### src/core/acc_regs.svh
`ifndef ACC_REGS_SVH
`define ACC_REGS_SVH

// Register byte offsets
`define ACC_CTRL0_OFS      12'h000
`define ACC_CTRL1_OFS      12'h004
`define ACC_CTRL2_OFS      12'h008
`define ACC_STAT_OFS       12'h00C
`define ACC_IRQ_STAT_OFS   12'h010
`define ACC_IRQ_MASK_OFS   12'h014

// Control register fields
`define ACC_ON_BIT         15
`define ACC_DRIVE_BIT      14
`define ACC_INV_BIT        13
`define ACC_READBACK_BIT   8
`define ACC_EDGE_HI        7
`define ACC_EDGE_LO        6
`define ACC_POS_BIT        4
`define ACC_NEG_HI         1
`define ACC_NEG_LO         0
`define ACC_CTRL_WMASK     32'h0000_E0D3
`define ACC_CTRL_RESET     32'h0000_00C3

// Shared status fields
`define ACC_HALT_IDLE_BIT  13
`define ACC_STAT_WMASK     32'h0000_2000
`define ACC_STAT_RESET     32'h0000_0000

// Edge select encodings
`define ACC_EDGE_NONE      2'h0
`define ACC_EDGE_RISE      2'h1
`define ACC_EDGE_FALL      2'h2
`define ACC_EDGE_BOTH      2'h3

`endif

### src/core/acc_pkg.sv
package acc_pkg;
    typedef logic [1:0] acc_edge_t;
    typedef logic [1:0] acc_neg_sel_t;
    typedef enum logic [1:0] {
        ACC_BUS_IDLE,
        ACC_BUS_ACCESS
    } acc_bus_state_t;
endpackage

### src/core/acc_top.sv
`timescale 1ns/1ps
`default_nettype none
`include "acc_regs.svh"
module acc_top
    import acc_pkg::*;
#(
    parameter int NUM_CMP = 3
)
(
    // Clock and reset
    input  wire logic                 clk_in,
    input  wire logic                 rst_n_in,
    // APB slave
    input  wire logic                 psel_in,
    input  wire logic                 penable_in,
    input  wire logic                 pwrite_in,
    input  wire logic [11:0]          paddr_in,
    input  wire logic [31:0]          pwdata_in,
    output var  logic [31:0]          prdata_out,
    output var  logic                 pready_out,
    output var  logic                 pslverr_out,
    // Device power state
    input  wire logic                 idle_mode_in,
    // Analog comparator cores
    input  wire logic [NUM_CMP-1:0]   raw_result_in,
    output var  logic [NUM_CMP-1:0]   core_enable_out,
    output var  logic [NUM_CMP-1:0]   positive_input_select_out,
    output var  logic [2*NUM_CMP-1:0] negative_input_select_out,
    // Result pins
    output var  logic [NUM_CMP-1:0]   result_pin_out,
    output var  logic [NUM_CMP-1:0]   result_pin_oe_out,
    // Events
    output var  logic [NUM_CMP-1:0]   edge_pulse_out,
    output var  logic                 irq_out
);
    logic [31:0]        ctrl_reg [NUM_CMP];
    logic               halt_idle_reg;
    logic [NUM_CMP-1:0] irq_stat_reg;
    logic [NUM_CMP-1:0] irq_mask_reg;

    logic [NUM_CMP-1:0] sync_result;
    logic [NUM_CMP-1:0] final_result;
    logic [NUM_CMP-1:0] active;
    logic [NUM_CMP-1:0] ctrl_sel;
    logic [NUM_CMP-1:0] edge_pulse;
    logic [31:0]        ctrl_rd [NUM_CMP];

    logic               setup;
    logic               wr_en;
    logic               sel_stat;
    logic               sel_irq_stat;
    logic               sel_irq_mask;
    logic               mapped;
    logic [31:0]        stat_rd;
    logic [31:0]        rd_mux;
    logic [NUM_CMP-1:0] irq_stat_next;

    // No wait state: answer in the first access cycle after setup
    assign setup        = psel_in & ~penable_in;
    assign wr_en        = psel_in & penable_in & pwrite_in & pready_out;
    assign sel_stat     = (paddr_in == `ACC_STAT_OFS);
    assign sel_irq_stat = (paddr_in == `ACC_IRQ_STAT_OFS);
    assign sel_irq_mask = (paddr_in == `ACC_IRQ_MASK_OFS);
    assign mapped       = (|ctrl_sel) | sel_stat | sel_irq_stat | sel_irq_mask;

    assign stat_rd = {18'h0, halt_idle_reg, 10'h0, final_result};

    genvar gi;
    generate
        for (gi = 0; gi < NUM_CMP; gi++)
        begin : g_cmp
            acc_sync u_sync
            (
                .clk_in   (clk_in),
                .rst_n_in (rst_n_in),
                .async_in (raw_result_in[gi]),
                .sync_out (sync_result[gi])
            );

            assign ctrl_sel[gi] = (paddr_in == 12'(gi * 4));
            // Halt in idle overrides enable without touching the stored bit
            assign active[gi] = ctrl_reg[gi][`ACC_ON_BIT]
                                & ~(halt_idle_reg & idle_mode_in);
            // Disabled core reads as low result
            assign final_result[gi] = active[gi]
                                      & (sync_result[gi] ^ ctrl_reg[gi][`ACC_INV_BIT]);
            assign ctrl_rd[gi] = (ctrl_reg[gi] & `ACC_CTRL_WMASK)
                                 | (32'(final_result[gi]) << `ACC_READBACK_BIT);

            acc_edge u_edge
            (
                .clk_in      (clk_in),
                .rst_n_in    (rst_n_in),
                .active_in   (active[gi]),
                .edge_sel_in (ctrl_reg[gi][`ACC_EDGE_HI:`ACC_EDGE_LO]),
                .level_in    (final_result[gi]),
                .pulse_out   (edge_pulse[gi])
            );

            always_ff @(posedge clk_in)
            begin
                if (!rst_n_in)
                    ctrl_reg[gi] <= `ACC_CTRL_RESET;
                else if (wr_en && ctrl_sel[gi])
                    ctrl_reg[gi] <= pwdata_in & `ACC_CTRL_WMASK;
            end
        end
    endgenerate

    always_comb
    begin
        rd_mux = 32'h0000_0000;
        if (sel_stat)
            rd_mux = stat_rd;
        else if (sel_irq_stat)
            rd_mux = 32'(irq_stat_reg);
        else if (sel_irq_mask)
            rd_mux = 32'(irq_mask_reg);
        for (int i = 0; i < NUM_CMP; i++)
        begin
            if (ctrl_sel[i])
                rd_mux = ctrl_rd[i];
        end
    end

    // Set wins over write-one-to-clear
    always_comb
    begin
        irq_stat_next = irq_stat_reg;
        if (wr_en && sel_irq_stat)
            irq_stat_next = irq_stat_reg & ~pwdata_in[NUM_CMP-1:0];
        irq_stat_next = irq_stat_next | edge_pulse;
    end

    always_ff @(posedge clk_in)
    begin
        if (!rst_n_in)
        begin
            halt_idle_reg <= 1'b0;
            irq_stat_reg  <= '0;
            irq_mask_reg  <= '0;
        end
        else
        begin
            irq_stat_reg <= irq_stat_next;
            if (wr_en && sel_stat)
                halt_idle_reg <= pwdata_in[`ACC_HALT_IDLE_BIT];
            if (wr_en && sel_irq_mask)
                irq_mask_reg <= pwdata_in[NUM_CMP-1:0];
        end
    end

    always_ff @(posedge clk_in)
    begin
        if (!rst_n_in)
        begin
            pready_out  <= 1'b0;
            pslverr_out <= 1'b0;
            prdata_out  <= 32'h0000_0000;
        end
        else
        begin
            pready_out  <= setup;
            pslverr_out <= setup & ~mapped;
            prdata_out  <= (setup && !pwrite_in) ? rd_mux : 32'h0000_0000;
        end
    end

    always_ff @(posedge clk_in)
    begin
        if (!rst_n_in)
        begin
            core_enable_out           <= '0;
            positive_input_select_out <= '0;
            negative_input_select_out <= '0;
            result_pin_out            <= '0;
            result_pin_oe_out         <= '0;
            edge_pulse_out            <= '0;
            irq_out                   <= 1'b0;
        end
        else
        begin
            for (int i = 0; i < NUM_CMP; i++)
            begin
                core_enable_out[i]               <= active[i];
                positive_input_select_out[i]     <= ctrl_reg[i][`ACC_POS_BIT];
                negative_input_select_out[2*i+:2] <= ctrl_reg[i][`ACC_NEG_HI:`ACC_NEG_LO];
                result_pin_out[i]                <= final_result[i];
                result_pin_oe_out[i]             <= ctrl_reg[i][`ACC_DRIVE_BIT] & active[i];
            end
            edge_pulse_out <= edge_pulse;
            irq_out        <= |(irq_stat_next & irq_mask_reg);
        end
    end
endmodule
`default_nettype wire

### src/core/acc_sync.sv
`timescale 1ns/1ps
`default_nettype none
module acc_sync
(
    // Clock and reset
    input  wire logic clk_in,
    input  wire logic rst_n_in,
    // Level
    input  wire logic async_in,
    output var  logic sync_out
);
    logic meta_reg;

    always_ff @(posedge clk_in)
    begin
        if (!rst_n_in)
        begin
            meta_reg <= 1'b0;
            sync_out <= 1'b0;
        end
        else
        begin
            meta_reg <= async_in;
            sync_out <= meta_reg;
        end
    end
endmodule
`default_nettype wire

### src/core/acc_edge.sv
`timescale 1ns/1ps
`default_nettype none
`include "acc_regs.svh"
module acc_edge
    import acc_pkg::*;
(
    // Clock and reset
    input  wire logic             clk_in,
    input  wire logic             rst_n_in,
    // Control
    input  wire logic             active_in,
    input  wire acc_pkg::acc_edge_t edge_sel_in,
    input  wire logic             level_in,
    // Event
    output var  logic             pulse_out
);
    logic prev_reg;
    logic rise;
    logic fall;
    logic hit;

    assign rise = level_in & ~prev_reg;
    assign fall = ~level_in & prev_reg;
    assign hit  = (edge_sel_in == `ACC_EDGE_BOTH) ? (rise | fall) :
                  (edge_sel_in == `ACC_EDGE_FALL) ? fall :
                  (edge_sel_in == `ACC_EDGE_RISE) ? rise : 1'b0;

    always_ff @(posedge clk_in)
    begin
        if (!rst_n_in)
        begin
            prev_reg  <= 1'b0;
            pulse_out <= 1'b0;
        end
        else
        begin
            // Track even when idle; level_in reads low while inactive, so enabling with a high result gives a rise
            prev_reg  <= level_in;
            pulse_out <= active_in & hit;
        end
    end
endmodule
`default_nettype wire

### config.mk
export PLATFORM = sky130hd
export DESIGN_NAME = acc_top
export DESIGN_NICKNAME = d
export VERILOG_FILES = /design/src/core/acc_pkg.sv /design/src/core/acc_top.sv /design/src/core/acc_sync.sv /design/src/core/acc_edge.sv
export VERILOG_INCLUDE_DIRS = /design/src /design/src/core
export SDC_FILE = /design/constraint.sdc
export NUM_CORES = 1
export LEC_CHECK = 0
export BUFFER_PORTS_ARGS = -buffer_cell sky130_fd_sc_hd__buf_2
export CAP_MARGIN = 5
export CELL_PAD_IN_SITES_DETAIL_PLACEMENT = 0
export CELL_PAD_IN_SITES_GLOBAL_PLACEMENT = 1
export CORE_UTILIZATION = 34
export CTS_CLUSTER_DIAMETER = 30
export DETAILED_ROUTE_END_ITERATION = 16
export MAX_ROUTING_LAYER = met4
export PLACE_DENSITY_LB_ADDON = 0.1
export REMOVE_ABC_BUFFERS = 1
export SKIP_LAST_GASP = 1
export SLEW_MARGIN = 5
export SYNTH_ARGS = -nofsm -noshare
export SYNTH_HDL_FRONTEND = slang
export SYNTH_SLANG_ARGS = --single-unit
### constraint.sdc
create_clock -name clk_in -period 3.13 [get_ports clk_in]
set_clock_uncertainty 0.2 [all_clocks]
set_input_delay 0.4695 -clock clk_in [delete_from_list [all_inputs] [get_ports clk_in]]
set_output_delay 0.4695 -clock clk_in [all_outputs]
set_load 0.01 [all_outputs]
==> impl_metrics.toml <==
[routing]
wl_per_cell_um = 14.8
wl_met2_mm = 3.76
wl_met1_mm = 3.42
drt_iter0_markers = 103
wirelength_mm = 7.60
top_layer = "met4"
drtAntennaViolNets = 0
first_pass_iters = 4
viasPerCell = 4.61
via_count = 2374
drc = 0
wl_met3_um = 366

[timing]
period_share = 0.778
worst_pin_slew_ps = 562
timing.fmax_mhz = 410
rsz0062_at_grt = "no"
report.final.slew_viol_count = 0
setup_viol_count_final = 0
setup_tns_ps = 0
relSlewSlack = 0.622
hold_viol = 0
fin_crit_ps = 2440

[floorplan]
fp.dieArea_sq_um = 9930
start_util = 0.351
coreArea_sq_um = 9240
num_io_pins = 109
dieWidth_um = 99.6
num_rows = 35
die_h_um = 99.6

[clock_tree]
clockBufferDepth = 2
cts_tree = "yes"
clk_latency_ps = 350
ctsHtreeMaxLevel = 3
post_cts_resized = 0
cts-hold-fix-buffers = 0
numClockSinks = 74
clk_pin_slew_ps = 80
cts_made_buffers = 9
postCtsSetupRepairBufs = 0
cts_root_buffer = "clkbuf_8"

[power]
vdd_drop_max_uv = 231
p_per_area_nw_per_um2 = 534
p_leak_nw = 1.66

[setup_path]
critPathMaxStageDelay_ps = 660
timing.rr.end = "ctrl_reg[1][6]$_SDFFCE_PN0P_"
cp_top_family = "simple AND/OR/NAND/NOR gates"
cp.arrival_ps = 2300
r2r_cells = 4
critical_path_class = "in -> reg"
cp_max_fo = 8
start_kind = "primary input"
crit-reg2reg-launch = "pready_out$_SDFF_PN0_"
cp_data_required_time_ps = 2990
cp_slowest_cell = "or4_1"
end_kind = "flop"
r2r_setup_slack_ps = 890
worst-path-buf-inv = 2
crit_chain = "buf_2, or4_1, or4_4, o21ai_0, buf_4"

[finish]
postLayoutCellArea_sq_um = 3870
largest_reg_flops = 24
fill_cells = 961
syn_to_final_growth_pct = 19.3
num_antenna_cells = 0
nets = 440
final_layout_size_suffix_gt1_frac = 0.256

[place]
io_buffers = 63
gp_congestion = 0.780
hpwl_mm = 5.60
place_area_sq_um = 3620

[synth]
synth_edf_count = 24
ys_seq_elements = 74
syn_area_per_cell_sq_um = 10.3
ys_types = 45
synth_cells = 315
yosysSeqAreaShare = 0.531
synth-async-reset-ratio = 0
ys.flop_type = "dfxtp_1"
synth_warnings = 0
syn_area_sq_um = 3240

[global_routing]
grt_pass1_vias = 2187
grt.total_usage = 0.164
grt_pass1_wl_mm = 11.5
gr-total-overflow = 0
grt_max_degree = 27
antenna_found_initial = 0

[worst_hold_path]
hp-start = "raw_result_in[1]"
hold_end = "g_cmp[1].u_sync.meta_reg$_SDFF_PN0_"
hp-class = "in -> reg"
min_delay_path_depth = 2

[outcome]
status = "complete, no violations"

[job]
drv_cap = 0
[cell type report]
cell class	count	area, sq um	share of cell area
Clock buffer	9	124	0.0320
Clock inverter	7	124	0.0320
Sequential cell	74	1720	0.445
Inverter	15	56.3	0.0146
Tap cell	129	161	0.0417
Timing Repair Buffer	73	390	0.101
Multi-Input combinational cell	208	1290	0.334
[synth_stat cells, types with 6 or more instances]
cell type	n	area [sq um]
a21oi_1	11	55.1
and2_1	31	194
buf_4	25	188
clkbuf_1	9	33.8
dfxtp_1	50	1000
edfxtp_1	24	721
ha_1	6	75.1
inv_1	15	56.3
nand2_1	18	67.6
nand2b_1	8	50.1
nand3_1	6	30.0
nor2_1	13	48.8
nor2b_1	10	62.6
o21ai_0	11	55.1
o22ai_1	9	56.3
[metal layers]
metal / track usage / vias to the layer above
li1: - / 1179
met4: 0.0713 / 0
met1: 0.207 / 1129
met3: 0.0281 / 8
met5: - / -
met2: 0.261 / 58
[power by group]
group / switching (W) / leakage (nW) / internal, W / total [W]
clock network: 0.000375 / 0.120 / 0.000536 / 0.000912
registers: 0.0000105 / 0.638 / 0.00101 / 0.00102
logic: 0.0000839 / 0.901 / 0.0000497 / 0.000134
[logic make-up (layout without fill, tap and decap cells)]
group | count (synthesis) | count (layout) | synth area share
AOI/OAI and AO/OA | 51 | 51 | 0.104
xor gates and xnor gates | 3 | 3 | 0.00811
adders and majority gates | 6 | 6 | 0.0232
buffers and inverters | 54 | 104 | 0.0949
DFF | 74 | 74 | 0.531
muxes | 4 | 4 | 0.0124
other | 1 | 22 | 0.00116
and+or+nand+nor | 122 | 122 | 0.225
[worst max path at each step]
stage | depth (start not counted) | from | slack, ps | end
3_3_place_gp | 5 | paddr_in[9] | 300 | ctrl_reg[1][6]$_SDFFCE_PN0P_
5_1_grt | 5 | paddr_in[9] | 630 | ctrl_reg[1][3]$_SDFFCE_PN1P_
2_1_floorplan | 3 | paddr_in[9] | 160 | ctrl_reg[2][0]$_SDFFCE_PN1P_
4_1_cts | 5 | paddr_in[9] | 700 | ctrl_reg[1][3]$_SDFFCE_PN1P_
6_report | 5 | paddr_in[9] | 690 | ctrl_reg[1][6]$_SDFFCE_PN0P_
3_5_place_dp | 5 | paddr_in[9] | 340 | ctrl_reg[1][6]$_SDFFCE_PN0P_
[through the flow]
| stage | worst slack [ps] | power [W] | cells | utilization | hold WS [ps] |
|---|---|---|---|---|---|
| floorplan | 159 | 0.00111 | 297 | - | 212 |
| global placement | 298 | 0.00118 | 499 | 0.392 | 219 |
| detailed placement | 340 | 0.00118 | 499 | 0.392 | 223 |
| CTS | 704 | 0.00209 | 515 | 0.419 | 101 |
| global route | 630 | 0.00214 | 515 | 0.419 | 120 |
| finish | 694 | 0.00206 | 515 | 0.419 | 124 |
[cell usage in the layout (no fill, tap or decap), drive strengths merged, types with 3 or more instances in the layout]
cell type / count
o21ai: 11
mux2i: 4
o32ai: 3
bufinv: 3
dfxtp: 50
nand2: 18
or4: 5
clkbuf: 9
conb: 22
o211ai: 4
edfxtp: 24
a21oi: 11
or2: 3
nor4: 3
nand3: 6
and2: 31
nand2b: 8
nor2b: 10
o22ai: 9
buf: 73
inv: 17
a21o: 3
and3: 5
ha: 6
nor2: 13
nor3: 7
nand3b: 5
Note: power is estimated with default switching activity, not from simulation.
